**src/hw/dtc_pkg_dummy_never.sv**
```systemverilog
// empty file: this unit holds no logic
`default_nettype none
`default_nettype wire

```
**src/hw/dtc_pkg.sv**
```systemverilog
// package: register map, field layout, timing and carrier types
`default_nettype none

package dtc_pkg;

    // ==================================================================
    // register addresses
    localparam logic [7:0] ADDR_CTRL = 8'h88;
    localparam logic [7:0] ADDR_MODE = 8'h89;
    localparam logic [7:0] ADDR_A_LOW = 8'h8a;
    localparam logic [7:0] ADDR_B_LOW = 8'h8b;
    localparam logic [7:0] ADDR_A_HIGH = 8'h8c;
    localparam logic [7:0] ADDR_B_HIGH = 8'h8d;

    // ==================================================================
    // reset values
    localparam logic [7:0] CTRL_RST = 8'h00;
    localparam logic [7:0] MODE_RST = 8'h00;
    localparam logic [7:0] COUNT_RST = 8'h00;
    localparam logic [7:0] RDATA_NONE = 8'h00;

    // ==================================================================
    // control register bit positions
    localparam int CTRL_B_OVF = 7;
    localparam int CTRL_B_RUN = 6;
    localparam int CTRL_A_OVF = 5;
    localparam int CTRL_A_RUN = 4;
    localparam int CTRL_IRQ_B_FLAG = 3;
    localparam int CTRL_IRQ_B_TRIG = 2;
    localparam int CTRL_IRQ_A_FLAG = 1;
    localparam int CTRL_IRQ_A_TRIG = 0;

    // mode register: timer b in the upper half, timer a in the lower
    localparam int MODE_B_MSB = 7;
    localparam int MODE_B_LSB = 4;
    localparam int MODE_A_MSB = 3;
    localparam int MODE_A_LSB = 0;

    // vector acknowledge and request bit order
    localparam int ACK_IRQ_A = 0;
    localparam int ACK_TMR_A = 1;
    localparam int ACK_IRQ_B = 2;
    localparam int ACK_TMR_B = 3;

    // ==================================================================
    // timing
    localparam int CORE_PER_MC = 12;
    localparam int PHASE_W = 4;
    localparam logic [3:0] PHASE_LAST = 4'hb;
    localparam logic [3:0] PHASE_UPDATE = 4'h4;
    localparam logic [3:0] PHASE_SAMPLE = 4'h9;
    localparam int DIV_W = 7;
    localparam logic [2:0] DIV_CODE_DEFAULT = 3'h3;
    localparam logic [2:0] DIV_CODE_MAX = 3'h7;
    localparam logic [6:0] DIV_MASK_FULL = 7'h7f;

    // ==================================================================
    // types
    typedef enum logic [1:0] {
        MODE_PRESCALED,
        MODE_CASCADED,
        MODE_RELOAD,
        MODE_SPLIT
    } dtc_mode_e;

    typedef struct packed {
        logic gate;
        logic count_ext;
        logic [1:0] mode;
    } dtc_timer_mode_select_half_s;

    typedef struct packed {
        logic [7:0] addr;
        logic wr;
        logic [7:0] wdata;
    } dtc_sfr_req_s;

    typedef struct packed {
        logic [7:0] low;
        logic [7:0] high;
        logic ovf;
    } dtc_step_s;

endpackage : dtc_pkg

`default_nettype wire

```
**src/hw/dtc_sync.sv**
```systemverilog
// three-flop pin synchroniser with agreement filter
`default_nettype none

module dtc_sync #(
    parameter logic RESET_VAL = 1'b1
) (
    input wire logic clk_i,
    input wire logic reset_i,
    input wire logic pin_i,
    output logic level_o
);

    logic stage1;
    logic stage2;
    logic stage3;

    // ==================================================================
    // chain
    always_ff @(posedge clk_i or posedge reset_i) begin
        if (reset_i) begin
            stage1 <= RESET_VAL;
            stage2 <= RESET_VAL;
            stage3 <= RESET_VAL;
        end else begin
            stage1 <= pin_i;
            stage2 <= stage1;
            stage3 <= stage2;
        end
    end

    // ==================================================================
    // accept a change only when second and third agree
    always_ff @(posedge clk_i or posedge reset_i) begin
        if (reset_i) begin
            level_o <= RESET_VAL;
        end else if (stage2 == stage3) begin
            level_o <= stage3;
        end
    end

endmodule : dtc_sync

`default_nettype wire

```
**src/hw/dtc_top.sv**
```systemverilog
// dual timer/counter with external interrupt flags
// Functional notes
// RULE_01: timer mode counts every twelve core clocks
// RULE_02: counter mode counts sampled high-then-low pairs
// RULE_03: counted edge shows in next machine cycle
// RULE_04: source holds each level one machine cycle
// RULE_05: gate bit adds pin-high condition to run
// RULE_06: select bit picks pin or machine cycles
// RULE_07: mode 00 uses five-bit prescale low byte
// RULE_08: mode 01 cascades bytes to sixteen bits
// RULE_09: mode 10 reloads low from high
// RULE_10: mode 11 stops b, splits a
// RULE_11: overflow sets flag, vectoring clears it
// RULE_12: software run bit turns timer on, off
// RULE_13: pin flag by edge or level; ack edge-only
// RULE_14: level mode flag follows the pin
// RULE_15: trigger bit set means falling edge detect
// RULE_16: byte registers act alone or as pair
// RULE_17: divider code halves core clock per step
// RULE_18: mode 00 count is thirteen bits
// RULE_19: run bit keeps count; reload keeps high
// RULE_20: split mode high byte uses b controls
// RULE_21: software count write beats hardware update
`default_nettype none

module dtc_top (
    input wire logic clk_i,
    input wire logic reset_i,
    input wire dtc_pkg::dtc_sfr_req_s sfr_req_i,
    input wire logic [2:0] core_clock_divider_code_i,
    input wire logic ext_irq_a_pin_i,
    input wire logic ext_irq_b_pin_i,
    input wire logic timer_a_count_pin_i,
    input wire logic timer_b_count_pin_i,
    input wire logic [3:0] vector_ack_i,
    output logic [7:0] sfr_rdata_o,
    output logic [3:0] irq_request_o,
    output logic machine_cycle_o
);

    // ==================================================================
    // declarations
    logic [3:0] pins_raw;
    logic [3:0] pins_sync;
    logic irq_a_pin;
    logic irq_b_pin;
    logic [1:0] count_pins;
    logic [dtc_pkg::DIV_W-1:0] div_cnt;
    logic [dtc_pkg::DIV_W-1:0] div_mask;
    logic core_tick;
    logic [dtc_pkg::PHASE_W-1:0] phase;
    logic mc_update;
    logic mc_sample;
    logic [1:0] count_prev;
    logic [1:0] fall_pend;
    logic [1:0] irq_prev;
    logic [7:0] timer_mode_select;
    logic [7:0] timer_a_low_byte;
    logic [7:0] timer_a_high_byte;
    logic [7:0] timer_b_low_byte;
    logic [7:0] timer_b_high_byte;
    logic timer_a_overflow_flag;
    logic timer_b_overflow_flag;
    logic timer_a_run_bit;
    logic timer_b_run_bit;
    logic ext_irq_a_flag;
    logic ext_irq_b_flag;
    logic ext_irq_a_trigger_type;
    logic ext_irq_b_trigger_type;
    dtc_pkg::dtc_timer_mode_select_half_s cfg_a;
    dtc_pkg::dtc_timer_mode_select_half_s cfg_b;
    dtc_pkg::dtc_mode_e mode_a;
    dtc_pkg::dtc_mode_e mode_b;
    logic tick_a;
    logic tick_b;
    logic tick_a_high;
    dtc_pkg::dtc_step_s step_a;
    dtc_pkg::dtc_step_s step_b;
    logic [7:0] next_a_high;
    logic split_high_ovf;
    logic wr_ctrl;
    logic wr_mode;
    logic wr_a_low;
    logic wr_a_high;
    logic wr_b_low;
    logic wr_b_high;
    logic [7:0] ctrl_view;
    logic [7:0] next_rdata;
    logic set_a_ovf;
    logic set_b_ovf;
    logic fall_irq_a;
    logic fall_irq_b;

    // ==================================================================
    // one count step for modes 00 to 10, and the low byte of mode 11
    function automatic dtc_pkg::dtc_step_s timer_step(
        input dtc_pkg::dtc_mode_e mode,
        input logic [7:0] low,
        input logic [7:0] high,
        input logic tick
    );
        dtc_pkg::dtc_step_s r;
        logic [15:0] sum;
        r.low = low;
        r.high = high;
        r.ovf = 1'b0;
        sum = {high, low} + 16'h0001;
        if (tick) begin
            case (mode)
                dtc_pkg::MODE_PRESCALED: begin
                    r.low[4:0] = low[4:0] + 5'h01; // [RULE_07] [RULE_18]
                    if (low[4:0] == 5'h1f) begin
                        r.high = high + 8'h01;
                        r.ovf = (high == 8'hff);
                    end
                end
                dtc_pkg::MODE_CASCADED: begin
                    r.low = sum[7:0]; // [RULE_08] [RULE_16]
                    r.high = sum[15:8];
                    r.ovf = ({high, low} == 16'hffff);
                end
                dtc_pkg::MODE_RELOAD: begin
                    if (low == 8'hff) begin
                        r.low = high; // [RULE_09] [RULE_19]
                        r.ovf = 1'b1;
                    end else begin
                        r.low = low + 8'h01;
                    end
                end
                dtc_pkg::MODE_SPLIT: begin
                    r.low = low + 8'h01; // [RULE_10] [RULE_16]
                    r.ovf = (low == 8'hff);
                end
                default: begin
                    r.low = low;
                end
            endcase
        end
        return r;
    endfunction : timer_step

    // ==================================================================
    // pin synchronisers
    assign pins_raw = {timer_b_count_pin_i, timer_a_count_pin_i,
                       ext_irq_b_pin_i, ext_irq_a_pin_i};

    for (genvar g = 0; g < 4; g++) begin : g_sync
        dtc_sync #(
            .RESET_VAL(1'b1)
        ) u_sync (
            .clk_i(clk_i),
            .reset_i(reset_i),
            .pin_i(pins_raw[g]),
            .level_o(pins_sync[g])
        );
    end

    assign irq_a_pin = pins_sync[0];
    assign irq_b_pin = pins_sync[1];
    assign count_pins = pins_sync[3:2];

    // ==================================================================
    // core clock divider and machine cycle phases
    assign div_mask = dtc_pkg::DIV_MASK_FULL
                      >> (dtc_pkg::DIV_CODE_MAX - core_clock_divider_code_i);
    assign core_tick = ((div_cnt & div_mask) == div_mask); // [RULE_17]

    always_ff @(posedge clk_i or posedge reset_i) begin
        if (reset_i) begin
            div_cnt <= '0;
        end else begin
            div_cnt <= div_cnt + 7'h01;
        end
    end

    always_ff @(posedge clk_i or posedge reset_i) begin
        if (reset_i) begin
            phase <= '0;
        end else if (core_tick) begin
            if (phase == dtc_pkg::PHASE_LAST) begin // [RULE_01]
                phase <= '0;
            end else begin
                phase <= phase + 4'h1;
            end
        end
    end

    assign mc_update = core_tick && (phase == dtc_pkg::PHASE_UPDATE);
    assign mc_sample = core_tick && (phase == dtc_pkg::PHASE_SAMPLE);

    // ==================================================================
    // count pin sampling, once per machine cycle
    always_ff @(posedge clk_i or posedge reset_i) begin
        if (reset_i) begin
            count_prev <= 2'h3;
        end else if (mc_sample) begin
            count_prev <= count_pins; // [RULE_02] [RULE_04]
        end
    end

    always_ff @(posedge clk_i or posedge reset_i) begin
        if (reset_i) begin
            fall_pend <= 2'h0;
        end else if (mc_sample) begin
            fall_pend <= fall_pend | (count_prev & ~count_pins); // [RULE_02]
        end else if (mc_update) begin
            fall_pend <= 2'h0; // [RULE_03]
        end
    end

    // ==================================================================
    // count enables
    assign cfg_a = timer_mode_select[dtc_pkg::MODE_A_MSB:dtc_pkg::MODE_A_LSB];
    assign cfg_b = timer_mode_select[dtc_pkg::MODE_B_MSB:dtc_pkg::MODE_B_LSB];
    assign mode_a = dtc_pkg::dtc_mode_e'(cfg_a.mode);
    assign mode_b = dtc_pkg::dtc_mode_e'(cfg_b.mode);

    assign tick_a = mc_update && timer_a_run_bit // [RULE_05] [RULE_12]
                    && (!cfg_a.gate || irq_a_pin)
                    && (!cfg_a.count_ext || fall_pend[0]); // [RULE_06]
    assign tick_b = mc_update && timer_b_run_bit // [RULE_05] [RULE_12]
                    && (!cfg_b.gate || irq_b_pin)
                    && (!cfg_b.count_ext || fall_pend[1]) // [RULE_06]
                    && (mode_b != dtc_pkg::MODE_SPLIT); // [RULE_10]
    assign tick_a_high = mc_update && timer_b_run_bit
                         && (mode_a == dtc_pkg::MODE_SPLIT); // [RULE_20]

    assign step_a = timer_step(mode_a, timer_a_low_byte, timer_a_high_byte,
                               tick_a);
    assign step_b = timer_step(mode_b, timer_b_low_byte, timer_b_high_byte,
                               tick_b);

    always_comb begin
        next_a_high = step_a.high;
        split_high_ovf = 1'b0;
        if (tick_a_high) begin
            next_a_high = timer_a_high_byte + 8'h01; // [RULE_20]
            split_high_ovf = (timer_a_high_byte == 8'hff);
        end
    end

    // ==================================================================
    // register writes
    assign wr_ctrl = sfr_req_i.wr && (sfr_req_i.addr == dtc_pkg::ADDR_CTRL);
    assign wr_mode = sfr_req_i.wr && (sfr_req_i.addr == dtc_pkg::ADDR_MODE);
    assign wr_a_low = sfr_req_i.wr && (sfr_req_i.addr == dtc_pkg::ADDR_A_LOW);
    assign wr_a_high = sfr_req_i.wr
                       && (sfr_req_i.addr == dtc_pkg::ADDR_A_HIGH);
    assign wr_b_low = sfr_req_i.wr && (sfr_req_i.addr == dtc_pkg::ADDR_B_LOW);
    assign wr_b_high = sfr_req_i.wr
                       && (sfr_req_i.addr == dtc_pkg::ADDR_B_HIGH);

    always_ff @(posedge clk_i or posedge reset_i) begin
        if (reset_i) begin
            timer_mode_select <= dtc_pkg::MODE_RST;
        end else if (wr_mode) begin
            timer_mode_select <= sfr_req_i.wdata;
        end
    end

    // ==================================================================
    // count registers, software write first
    always_ff @(posedge clk_i or posedge reset_i) begin
        if (reset_i) begin
            timer_a_low_byte <= dtc_pkg::COUNT_RST;
            timer_a_high_byte <= dtc_pkg::COUNT_RST;
        end else begin
            if (wr_a_low) begin
                timer_a_low_byte <= sfr_req_i.wdata; // [RULE_21]
            end else begin
                timer_a_low_byte <= step_a.low; // [RULE_19]
            end
            if (wr_a_high) begin
                timer_a_high_byte <= sfr_req_i.wdata; // [RULE_21]
            end else begin
                timer_a_high_byte <= next_a_high;
            end
        end
    end

    always_ff @(posedge clk_i or posedge reset_i) begin
        if (reset_i) begin
            timer_b_low_byte <= dtc_pkg::COUNT_RST;
            timer_b_high_byte <= dtc_pkg::COUNT_RST;
        end else begin
            if (wr_b_low) begin
                timer_b_low_byte <= sfr_req_i.wdata; // [RULE_21]
            end else begin
                timer_b_low_byte <= step_b.low;
            end
            if (wr_b_high) begin
                timer_b_high_byte <= sfr_req_i.wdata; // [RULE_21]
            end else begin
                timer_b_high_byte <= step_b.high;
            end
        end
    end

    // ==================================================================
    // run and trigger bits
    always_ff @(posedge clk_i or posedge reset_i) begin
        if (reset_i) begin
            timer_a_run_bit <= dtc_pkg::CTRL_RST[dtc_pkg::CTRL_A_RUN];
            timer_b_run_bit <= dtc_pkg::CTRL_RST[dtc_pkg::CTRL_B_RUN];
            ext_irq_a_trigger_type <= dtc_pkg::CTRL_RST[dtc_pkg::CTRL_IRQ_A_TRIG];
            ext_irq_b_trigger_type <= dtc_pkg::CTRL_RST[dtc_pkg::CTRL_IRQ_B_TRIG];
        end else if (wr_ctrl) begin
            timer_a_run_bit <= sfr_req_i.wdata[dtc_pkg::CTRL_A_RUN];
            timer_b_run_bit <= sfr_req_i.wdata[dtc_pkg::CTRL_B_RUN];
            ext_irq_a_trigger_type <= sfr_req_i.wdata[dtc_pkg::CTRL_IRQ_A_TRIG];
            ext_irq_b_trigger_type <= sfr_req_i.wdata[dtc_pkg::CTRL_IRQ_B_TRIG];
        end
    end

    // ==================================================================
    // overflow flags, a hardware set beats any clear
    assign set_a_ovf = step_a.ovf; // [RULE_11]
    assign set_b_ovf = (step_b.ovf && (mode_a != dtc_pkg::MODE_SPLIT))
                       || split_high_ovf; // [RULE_20]

    always_ff @(posedge clk_i or posedge reset_i) begin
        if (reset_i) begin
            timer_a_overflow_flag <= dtc_pkg::CTRL_RST[dtc_pkg::CTRL_A_OVF];
        end else if (set_a_ovf) begin
            timer_a_overflow_flag <= 1'b1; // [RULE_11]
        end else if (wr_ctrl) begin
            timer_a_overflow_flag <= sfr_req_i.wdata[dtc_pkg::CTRL_A_OVF];
        end else if (vector_ack_i[dtc_pkg::ACK_TMR_A]) begin
            timer_a_overflow_flag <= 1'b0; // [RULE_11]
        end
    end

    always_ff @(posedge clk_i or posedge reset_i) begin
        if (reset_i) begin
            timer_b_overflow_flag <= dtc_pkg::CTRL_RST[dtc_pkg::CTRL_B_OVF];
        end else if (set_b_ovf) begin
            timer_b_overflow_flag <= 1'b1; // [RULE_11]
        end else if (wr_ctrl) begin
            timer_b_overflow_flag <= sfr_req_i.wdata[dtc_pkg::CTRL_B_OVF];
        end else if (vector_ack_i[dtc_pkg::ACK_TMR_B]) begin
            timer_b_overflow_flag <= 1'b0; // [RULE_11]
        end
    end

    // ==================================================================
    // external interrupt flags
    always_ff @(posedge clk_i or posedge reset_i) begin
        if (reset_i) begin
            irq_prev <= 2'h3;
        end else begin
            irq_prev <= {irq_b_pin, irq_a_pin};
        end
    end

    assign fall_irq_a = irq_prev[0] && !irq_a_pin; // [RULE_15]
    assign fall_irq_b = irq_prev[1] && !irq_b_pin; // [RULE_15]

    always_ff @(posedge clk_i or posedge reset_i) begin
        if (reset_i) begin
            ext_irq_a_flag <= dtc_pkg::CTRL_RST[dtc_pkg::CTRL_IRQ_A_FLAG];
        end else if (!ext_irq_a_trigger_type) begin
            ext_irq_a_flag <= !irq_a_pin; // [RULE_14] [RULE_13]
        end else if (fall_irq_a) begin
            ext_irq_a_flag <= 1'b1; // [RULE_13]
        end else if (wr_ctrl) begin
            ext_irq_a_flag <= sfr_req_i.wdata[dtc_pkg::CTRL_IRQ_A_FLAG];
        end else if (vector_ack_i[dtc_pkg::ACK_IRQ_A]) begin
            ext_irq_a_flag <= 1'b0; // [RULE_13]
        end
    end

    always_ff @(posedge clk_i or posedge reset_i) begin
        if (reset_i) begin
            ext_irq_b_flag <= dtc_pkg::CTRL_RST[dtc_pkg::CTRL_IRQ_B_FLAG];
        end else if (!ext_irq_b_trigger_type) begin
            ext_irq_b_flag <= !irq_b_pin; // [RULE_14] [RULE_13]
        end else if (fall_irq_b) begin
            ext_irq_b_flag <= 1'b1; // [RULE_13]
        end else if (wr_ctrl) begin
            ext_irq_b_flag <= sfr_req_i.wdata[dtc_pkg::CTRL_IRQ_B_FLAG];
        end else if (vector_ack_i[dtc_pkg::ACK_IRQ_B]) begin
            ext_irq_b_flag <= 1'b0; // [RULE_13]
        end
    end

    // ==================================================================
    // read path and outputs
    assign ctrl_view = {timer_b_overflow_flag, timer_b_run_bit,
                        timer_a_overflow_flag, timer_a_run_bit,
                        ext_irq_b_flag, ext_irq_b_trigger_type,
                        ext_irq_a_flag, ext_irq_a_trigger_type};

    always_comb begin
        case (sfr_req_i.addr)
            dtc_pkg::ADDR_CTRL: next_rdata = ctrl_view;
            dtc_pkg::ADDR_MODE: next_rdata = timer_mode_select;
            dtc_pkg::ADDR_A_LOW: next_rdata = timer_a_low_byte;
            dtc_pkg::ADDR_B_LOW: next_rdata = timer_b_low_byte;
            dtc_pkg::ADDR_A_HIGH: next_rdata = timer_a_high_byte;
            dtc_pkg::ADDR_B_HIGH: next_rdata = timer_b_high_byte;
            default: next_rdata = dtc_pkg::RDATA_NONE;
        endcase
    end

    always_ff @(posedge clk_i or posedge reset_i) begin
        if (reset_i) begin
            sfr_rdata_o <= dtc_pkg::RDATA_NONE;
        end else begin
            sfr_rdata_o <= next_rdata;
        end
    end

    always_ff @(posedge clk_i or posedge reset_i) begin
        if (reset_i) begin
            irq_request_o <= 4'h0;
            machine_cycle_o <= 1'b0;
        end else begin
            irq_request_o <= {timer_b_overflow_flag, ext_irq_b_flag,
                              timer_a_overflow_flag, ext_irq_a_flag};
            machine_cycle_o <= mc_update;
        end
    end

endmodule : dtc_top

`default_nettype wire
```
**config.mk**
```make
export PLATFORM = sky130hd
export DESIGN_NAME = dtc_top
export DESIGN_NICKNAME = d
export VERILOG_FILES = /design/src/hw/dtc_pkg_dummy_never.sv /design/src/hw/dtc_pkg.sv /design/src/hw/dtc_sync.sv /design/src/hw/dtc_top.sv
export SDC_FILE = /design/constraint.sdc
export NUM_CORES = 1
export LEC_CHECK = 0
export BUFFER_PORTS_ARGS = -buffer_cell sky130_fd_sc_hd__buf_2
export CAP_MARGIN = 20
export CORE_ASPECT_RATIO = 0.5
export CORE_MARGIN = 2
export CORE_UTILIZATION = 55
export DETAILED_ROUTE_END_ITERATION = 8
export GPL_TIMING_DRIVEN = 0
export PLACE_DENSITY = 0.83
export SLEW_MARGIN = 15
export SYNTH_ARGS = -nofsm -noshare
export SYNTH_HDL_FRONTEND = slang
export SYNTH_HIERARCHICAL = 1
export SYNTH_SLANG_ARGS = --single-unit
```
**constraint.sdc**
```tcl
create_clock -name clk_i -period 3.55 [get_ports clk_i]
set_input_delay 0.355 -clock clk_i [delete_from_list [all_inputs] [get_ports clk_i]]
set_output_delay 0.355 -clock clk_i [all_outputs]
set_load 0.03 [all_outputs]
```
Yosys cells after proc, flatten, opt, wreduce, memory -nomap -nowiden
Cells that the tools add are included.
{ "totals": {"input_bits": 30, "regBits": 94, "elab_cells": 176} }
{ "op_classes": {"n_eq_ne": 34, "bitwise_logic": 4, "n_addsub": 11, "mux": 40, "n_reduce_logical": 47, "shifts": 1} }
{ "ops": {"columns": ["cell", "n"], "rows": [
  ["$eq 8x8->1 const B", 10],
  ["$mux 8", 7],
  ["$pmux 8 s6", 1],
  ["$pmux 5 s4", 2],
  ["$mux 17", 2],
  ["$add 16x1->16 const B", 2],
  ["$add 8x1->8 const B", 4],
  ["$eq 16x16->1 const B", 2],
  ["$pmux 8 s2", 2],
  ["$logic_and 1x1->1", 19],
  ["$mux 9", 2],
  ["$pmux 3 s3", 2],
  ["$mux 1", 17],
  ["$reduce_bool 3->1", 4],
  ["$reduce_bool 4->1", 3],
  ["$add 5x1->5 const B", 2],
  ["$eq 5x5->1 const B", 2],
  ["$eq 2x2->1 const B", 4],
  ["$eq 4x4->1 const B", 2],
  ["$ne 4x2->1 const B", 2],
  ["$pmux 1 s4", 2],
  ["$reduce_bool 2->1", 4],
  ["$add 7x1->7 const B", 1],
  ["$and 7x7->7", 1],
  ["other kinds (20)", 38]
]} }

Longest topological paths before layout
{ "depth": {"depth_word": 13, "depth_mapped": 9, "depth_no_buf": 9} }

Cells and area by module
The synthesis kept the hierarchy.
{ "modules_own_cells": {"columns": ["module", "cells_each", "n_inst", "seq_area_each_um2", "area_each_um2"], "rows": [
  ["dtc_top", 546, 1, 1956.9, 4824.6],
  ["dtc_sync", 6, 4, 105.1, 120.1]
]} }

Worst setup path before layout
OpenSTA, ideal clock, no wires.
{ "synth_path": {"kind": "input to register", "startpoint": "in sfr_req_i[14] (netlist bit)", "endpoint": "reg timer_b_overflow_flag", "n_path_buf": 1, "required_time_ns": 3.419, "setup_ns": 0.131, "stages": 7, "setup_slack_ns": 0.966, "arrival_time_ns": 2.452, "path_cell_list": "or4b_4 > or3b_1 > buf_2 > nor3_4 > nand2_4 > mux2_4 > or3_1"} }
{ "synth_via": {"elab_chain_len": 4, "elab_cells_between_ends": 5, "classes_between": "1 x eq/ne; 2 x mux; 2 x reduce/logical"} }
{ "synth_lines": {"columns": ["item", "line_no", "text"], "rows": [
  ["start: declaration", "dtc_top.sv:29", "input wire dtc_pkg::dtc_sfr_req_s sfr_req_i,"],
  ["$eq 8x8->1 *", "dtc_top.sv:244", "assign wr_ctrl = sfr_req_i.wr && (sfr_req_i.addr == dtc_pkg::ADDR_CTRL);"],
  ["$logic_and 1x1->1 *", "dtc_top.sv:244", null],
  ["$mux 1", "dtc_top.sv:338", "end else if (wr_ctrl) begin"],
  ["$mux 1", "dtc_top.sv:336", "end else if (set_b_ovf) begin"],
  ["end signal: assignment", "dtc_top.sv:335", "timer_b_overflow_flag <= dtc_pkg::CTRL_RST[dtc_pkg::CTRL_B_OVF];"],
  ["end signal: assignment", "dtc_top.sv:339", "timer_b_overflow_flag <= sfr_req_i.wdata[dtc_pkg::CTRL_B_OVF];"],
  ["end: declaration", "dtc_top.sv:63", "logic timer_b_overflow_flag;"]
]} }
Mark *: on every way between the ends. The rest lies on a longest branch, timed or not.
A chain may end at the register's enable or synchronous reset.

Final worst setup path
{ "layout_path": {"startpoint": "reg div_cnt[1] (netlist bit)", "endpoint": "reg timer_b_low_byte[0]"} }
{ "layout_via": {"elab_chain_len": 8} }
{ "layout_lines": {"columns": ["item", "line_no", "text"], "rows": [
  ["start: declaration", "dtc_top.sv:48", "logic [dtc_pkg::DIV_W-1:0] div_cnt;"],
  ["start signal: assignment", "dtc_top.sv:172", "div_cnt <= div_cnt + 7'h01;"],
  ["$and 7x7->7", "dtc_top.sv:166", "assign core_tick = ((div_cnt & div_mask) == div_mask);"],
  ["$eq 7x7->1", "dtc_top.sv:166", null],
  ["$logic_and 1x1->1", "dtc_top.sv:188", "assign mc_update = core_tick && (phase == dtc_pkg::PHASE_UPDATE);"],
  ["$logic_and 1x1->1", "dtc_top.sv:221", "assign tick_b = mc_update && timer_b_run_bit"],
  ["$logic_and 1x1->1", "dtc_top.sv:222", "&& (!cfg_b.gate || irq_b_pin)"],
  ["$logic_and 1x1->1", "dtc_top.sv:223", "&& (!cfg_b.count_ext || fall_pend[1])"],
  ["$logic_and 1x1->1", "dtc_top.sv:224", "&& (mode_b != dtc_pkg::MODE_SPLIT);"],
  ["$reduce_bool 2->1 (no line)", null, null],
  ["end signal: assignment", "dtc_top.sv:283", "timer_b_low_byte <= dtc_pkg::COUNT_RST;"],
  ["end signal: assignment", "dtc_top.sv:287", "timer_b_low_byte <= sfr_req_i.wdata;"],
  ["end signal: assignment", "dtc_top.sv:289", "timer_b_low_byte <= step_b.low;"],
  ["end: declaration", "dtc_top.sv:60", "logic [7:0] timer_b_low_byte;"]
]} }
Every way passes these cells.

==> results.py <==
metrics = {
    "outcome": {
        "status": "finished clean",
    },
    "global_route": {
        "antenna_found_initial": 0,
        "grt-ovfl-total": 0,
        "grt_max_degree": 45,
        "grt.total_usage_pct": 30.26,
        "grt_pass1_wl_um": 24030,
        "grt_pass1_vias": 4573,
    },
    "sta": {
        "finalCritPeriodShare_pct": 82.91,
        "fin_setup_tns_ps": 0,
        "layout_min_cycle_time_ps": 2943,
        "tightest_slew_ps": 1092,
        "rsz0062_at_grt": "false",
        "worst_clock_skew_ps": 9.862,
        "setup_slack_ps": 606.7,
        "maxSlewHeadroom_pct": 27.02,
        "slew_viol_final": 0,
        "final-setup-viol-count": 0,
        "max_freq_ghz": 0.3398,
        "hold_violations": 0,
    },
    "detailed_routing": {
        "ant_nets": 0,
        "drtIter0Drc": 677,
        "vias_per_cell": 6.481,
        "num_vias": 4958,
        "drt_wl_total_um": 15180,
        "post-route-drc-count": 0,
        "firstDrtPassIters": 6,
        "routedWlPerCell_um": 19.84,
    },
    "pwr": {
        "seqPwrFrac_pct": 49.9,
        "p_int_uw": 1821,
        "power.switching_uw": 785.5,
        "pwr-share-comb_pct": 12.1,
        "peakVddDrop_mv": 0.2668,
        "p_sw_share_pct": 30.14,
        "clkPwrFrac_pct": 38.0,
        "power_density_nw_per_um2": 432.9,
        "leakagePower_uw": 0.002575,
        "finalPower_uw": 2606,
    },
    "layout": {
        "drive_gt1_share_pct": 18.10,
        "fin_nets": 669,
        "final_core_util_pct": 63.95,
        "antennaDiodeCount": 0,
        "syn_to_final_growth_pct": 13.49,
    },
    "clocking": {
        "cts.repair.resized": 0,
        "cts_buffers": 9,
        "cts_sinks": 94,
        "cts_root_buf": "clkbuf_16",
        "path_clk_slew_ps": 80,
        "clockBufferDepth": 2,
        "clock_latency_ps": 350,
        "cts-hold-fix-buffers": 0,
        "cts_htree_levels": 3,
        "cts_tree": "yes",
        "cts_setup_buffers": 0,
    },
    "worst_setup_path": {
        "required_ps": 3800,
        "r2r_cells": 7,
        "crit_family": "compound AO/OA/AOI/OAI gates",
        "arrival_ps": 3190,
        "crit_type": "flip-flop to flip-flop",
        "slowest_stage": "a2111oi_1",
        "critPathMaxFanout": 8,
        "cp_num_buf_inv": 1,
        "cp_cell_sequence": "nand2b_1 -> a31oi_1 -> a2111oi_1 -> and2_0 -> clkbuf_1 -> mux2_2 -> o22a_1",
        "cp_slowest_stage_delay_ps": 1020,
        "crit_path_start": "div_cnt[1]",
        "endpoint_kind": "flip-flop",
        "cp-start-kind": "flip-flop",
        "r2r-start": "div_cnt[1]",
        "regToRegSetupSlack_ps": 610,
        "r2r_end": "timer_b_low_byte[0]",
    },
    "placement": {
        "place_congestion": 0.9990,
        "pre_cts_slack_ps": 553.2,
        "dp_hpwl_um": 10740,
        "port_buffers": 42,
    },
    "floorplanning": {
        "die_w_um": 142.9,
        "start_util_pct": 56.35,
        "coreArea_sq_um": 9415,
        "rows": 25,
        "die_area_sq_um": 10490,
        "io_pins": 43,
        "die_h_um": 73.45,
    },
    "yosys": {
        "synth_nets": 614,
        "synth_cells": 570,
        "synth_edf_count": 0,
        "ys_warn_count": 6,
        "ys_ff_latch": 94,
        "ys.flop_type": "dfrtp_1",
        "synth_cell_types": 63,
        "synthArstFlopShare_pct": 100.0,
        "yosysSeqAreaShare_pct": 44.81,
        "synth_area_per_cell_sq_um": 9.307,
        "synth_area_sq_um": 5305,
    },
    "job": {
        "cap_violations": 0,
    },
    "min_path": {
        "hold_class": "input port to async pin",
    },
}
## cell type report
type	instances	area (sq um)
fillers	781	3395
multi-input cells	429	2745
flip-flops and latches	94	2377
repair buffers	44	235.2
clock buffers	9	225.2
well taps	135	168.9
plain buffers	24	96.34
inverters	23	88.84
clock inverters	7	83.83
## registers in the layout, summed over array words and instances (netlist names), 7 cells and up
name and flops:
timer_b_high_byte 8, timer_a_high_byte 8, div_cnt 7, timer_a_low_byte 8
sfr_rdata_o 8, timer_mode_select 8, timer_b_low_byte 8
## per-layer routing
layer	vias up	track usage [%]	share of wire, %
met1	2389	41.08	41
li1	2206	-	-
met4	0	11.00	3.4
met3	59	8.735	11
met2	304	46.90	45
met5	-	0	0
## worst max-delay path by stage
stage	endpoint	slack [ps]	cells past startpoint
6_report	timer_b_low_byte[0]	610	7
5_1_grt	timer_b_high_byte[2]	540	9
4_1_cts	timer_b_low_byte[0]	710	6
3_5_place_dp	timer_b_overflow_flag	550	8
3_3_place_gp	timer_a_low_byte[1]	200	2
2_1_floorplan	timer_b_overflow_flag	970	7
## cells in the final DEF, fill, tap and decap left out, types with 11 or more instances in the layout
| master | instances |
|---|---|
| inv_1 | 22 |
| a22oi_1 | 25 |
| nand2b_1 | 11 |
| dfrtp_1 | 74 |
| mux2_2 | 16 |
| nand3_1 | 38 |
| dfstp_2 | 20 |
| ha_1 | 14 |
| nand4_1 | 11 |
| clkbuf_1 | 18 |
| a21oi_1 | 13 |
| nor3_1 | 13 |
| a31oi_1 | 15 |
| o21ai_0 | 35 |
| nand2_1 | 62 |
| nor2_1 | 40 |
| buf_2 | 45 |
## worst reg2reg max path, cell delays in order, from the launching register on
cell	delay, ps
dfrtp_1	410
nand2b_1	130
a31oi_1	200
a2111oi_1	1020
and2_0	220
clkbuf_1	310
mux2_2	380
o22a_1	170
## power groups by stage
stage / logic (uW) / clock network (uW) / registers (uW)
floorplan: 213 / 0 / 1280
global placement: 292 / 0 / 1300
detailed placement: 310 / 0 / 1310
CTS: 313 / 1000 / 1290
global route: 352 / 1050 / 1310
finish: 316 / 991 / 1300
## cell families (layout without fill, tap and decap cells)
| kind of cell | after synthesis | count (layout) | share of synthesized area (%) |
|---|---|---|---|
| compound gates | 129 | 129 | 16.09 |
| flops | 94 | 94 | 44.81 |
| buf+inv | 47 | 107 | 3.443 |
| xor+xnor | 16 | 16 | 2.642 |
| simple gates | 240 | 240 | 23.49 |
| fa+ha+maj | 18 | 18 | 4.151 |
| mux | 26 | 26 | 5.377 |
## per-stage QoR
stage,instance area [sq um],cells,hold WS [ps]
after floorplan,5305,570,310.2
after global placement,5684,747,345.3
after detailed placement,5712,749,350.1
after CTS,6021,765,62.99
after global routing,6021,765,77.79
final,6021,765,46.96
## synth_stat cells (5+ instances only)
library cell	count	share of area [%]
clkbuf_1	18	1.3
inv_1	23	1.6
nor2b_1	7	0.83
nand3_1	38	3.6
nor3_1	13	1.2
nand2_1	62	4.4
dfrtp_1	74	35
nor2_1	40	2.8
and2_1	6	0.71
ha_1	14	3.3
a21oi_1	13	1.2
nand3b_1	5	0.71
and4_1	5	0.83
or3_1	7	0.83
a31oi_1	15	1.8
dfstp_2	20	9.9
and3_1	9	1.1
mux2i_1	9	1.7
nand4_1	11	1.3
nand2b_1	11	1.3
nor4_1	8	0.94
xnor2_1	9	1.5
a22oi_1	25	3.5
mux2_2	16	3.4
o21ai_0	35	3.3
xor2_1	7	1.2
o31ai_1	7	0.99
No activity file was read; power rests on OpenSTA's default activity.
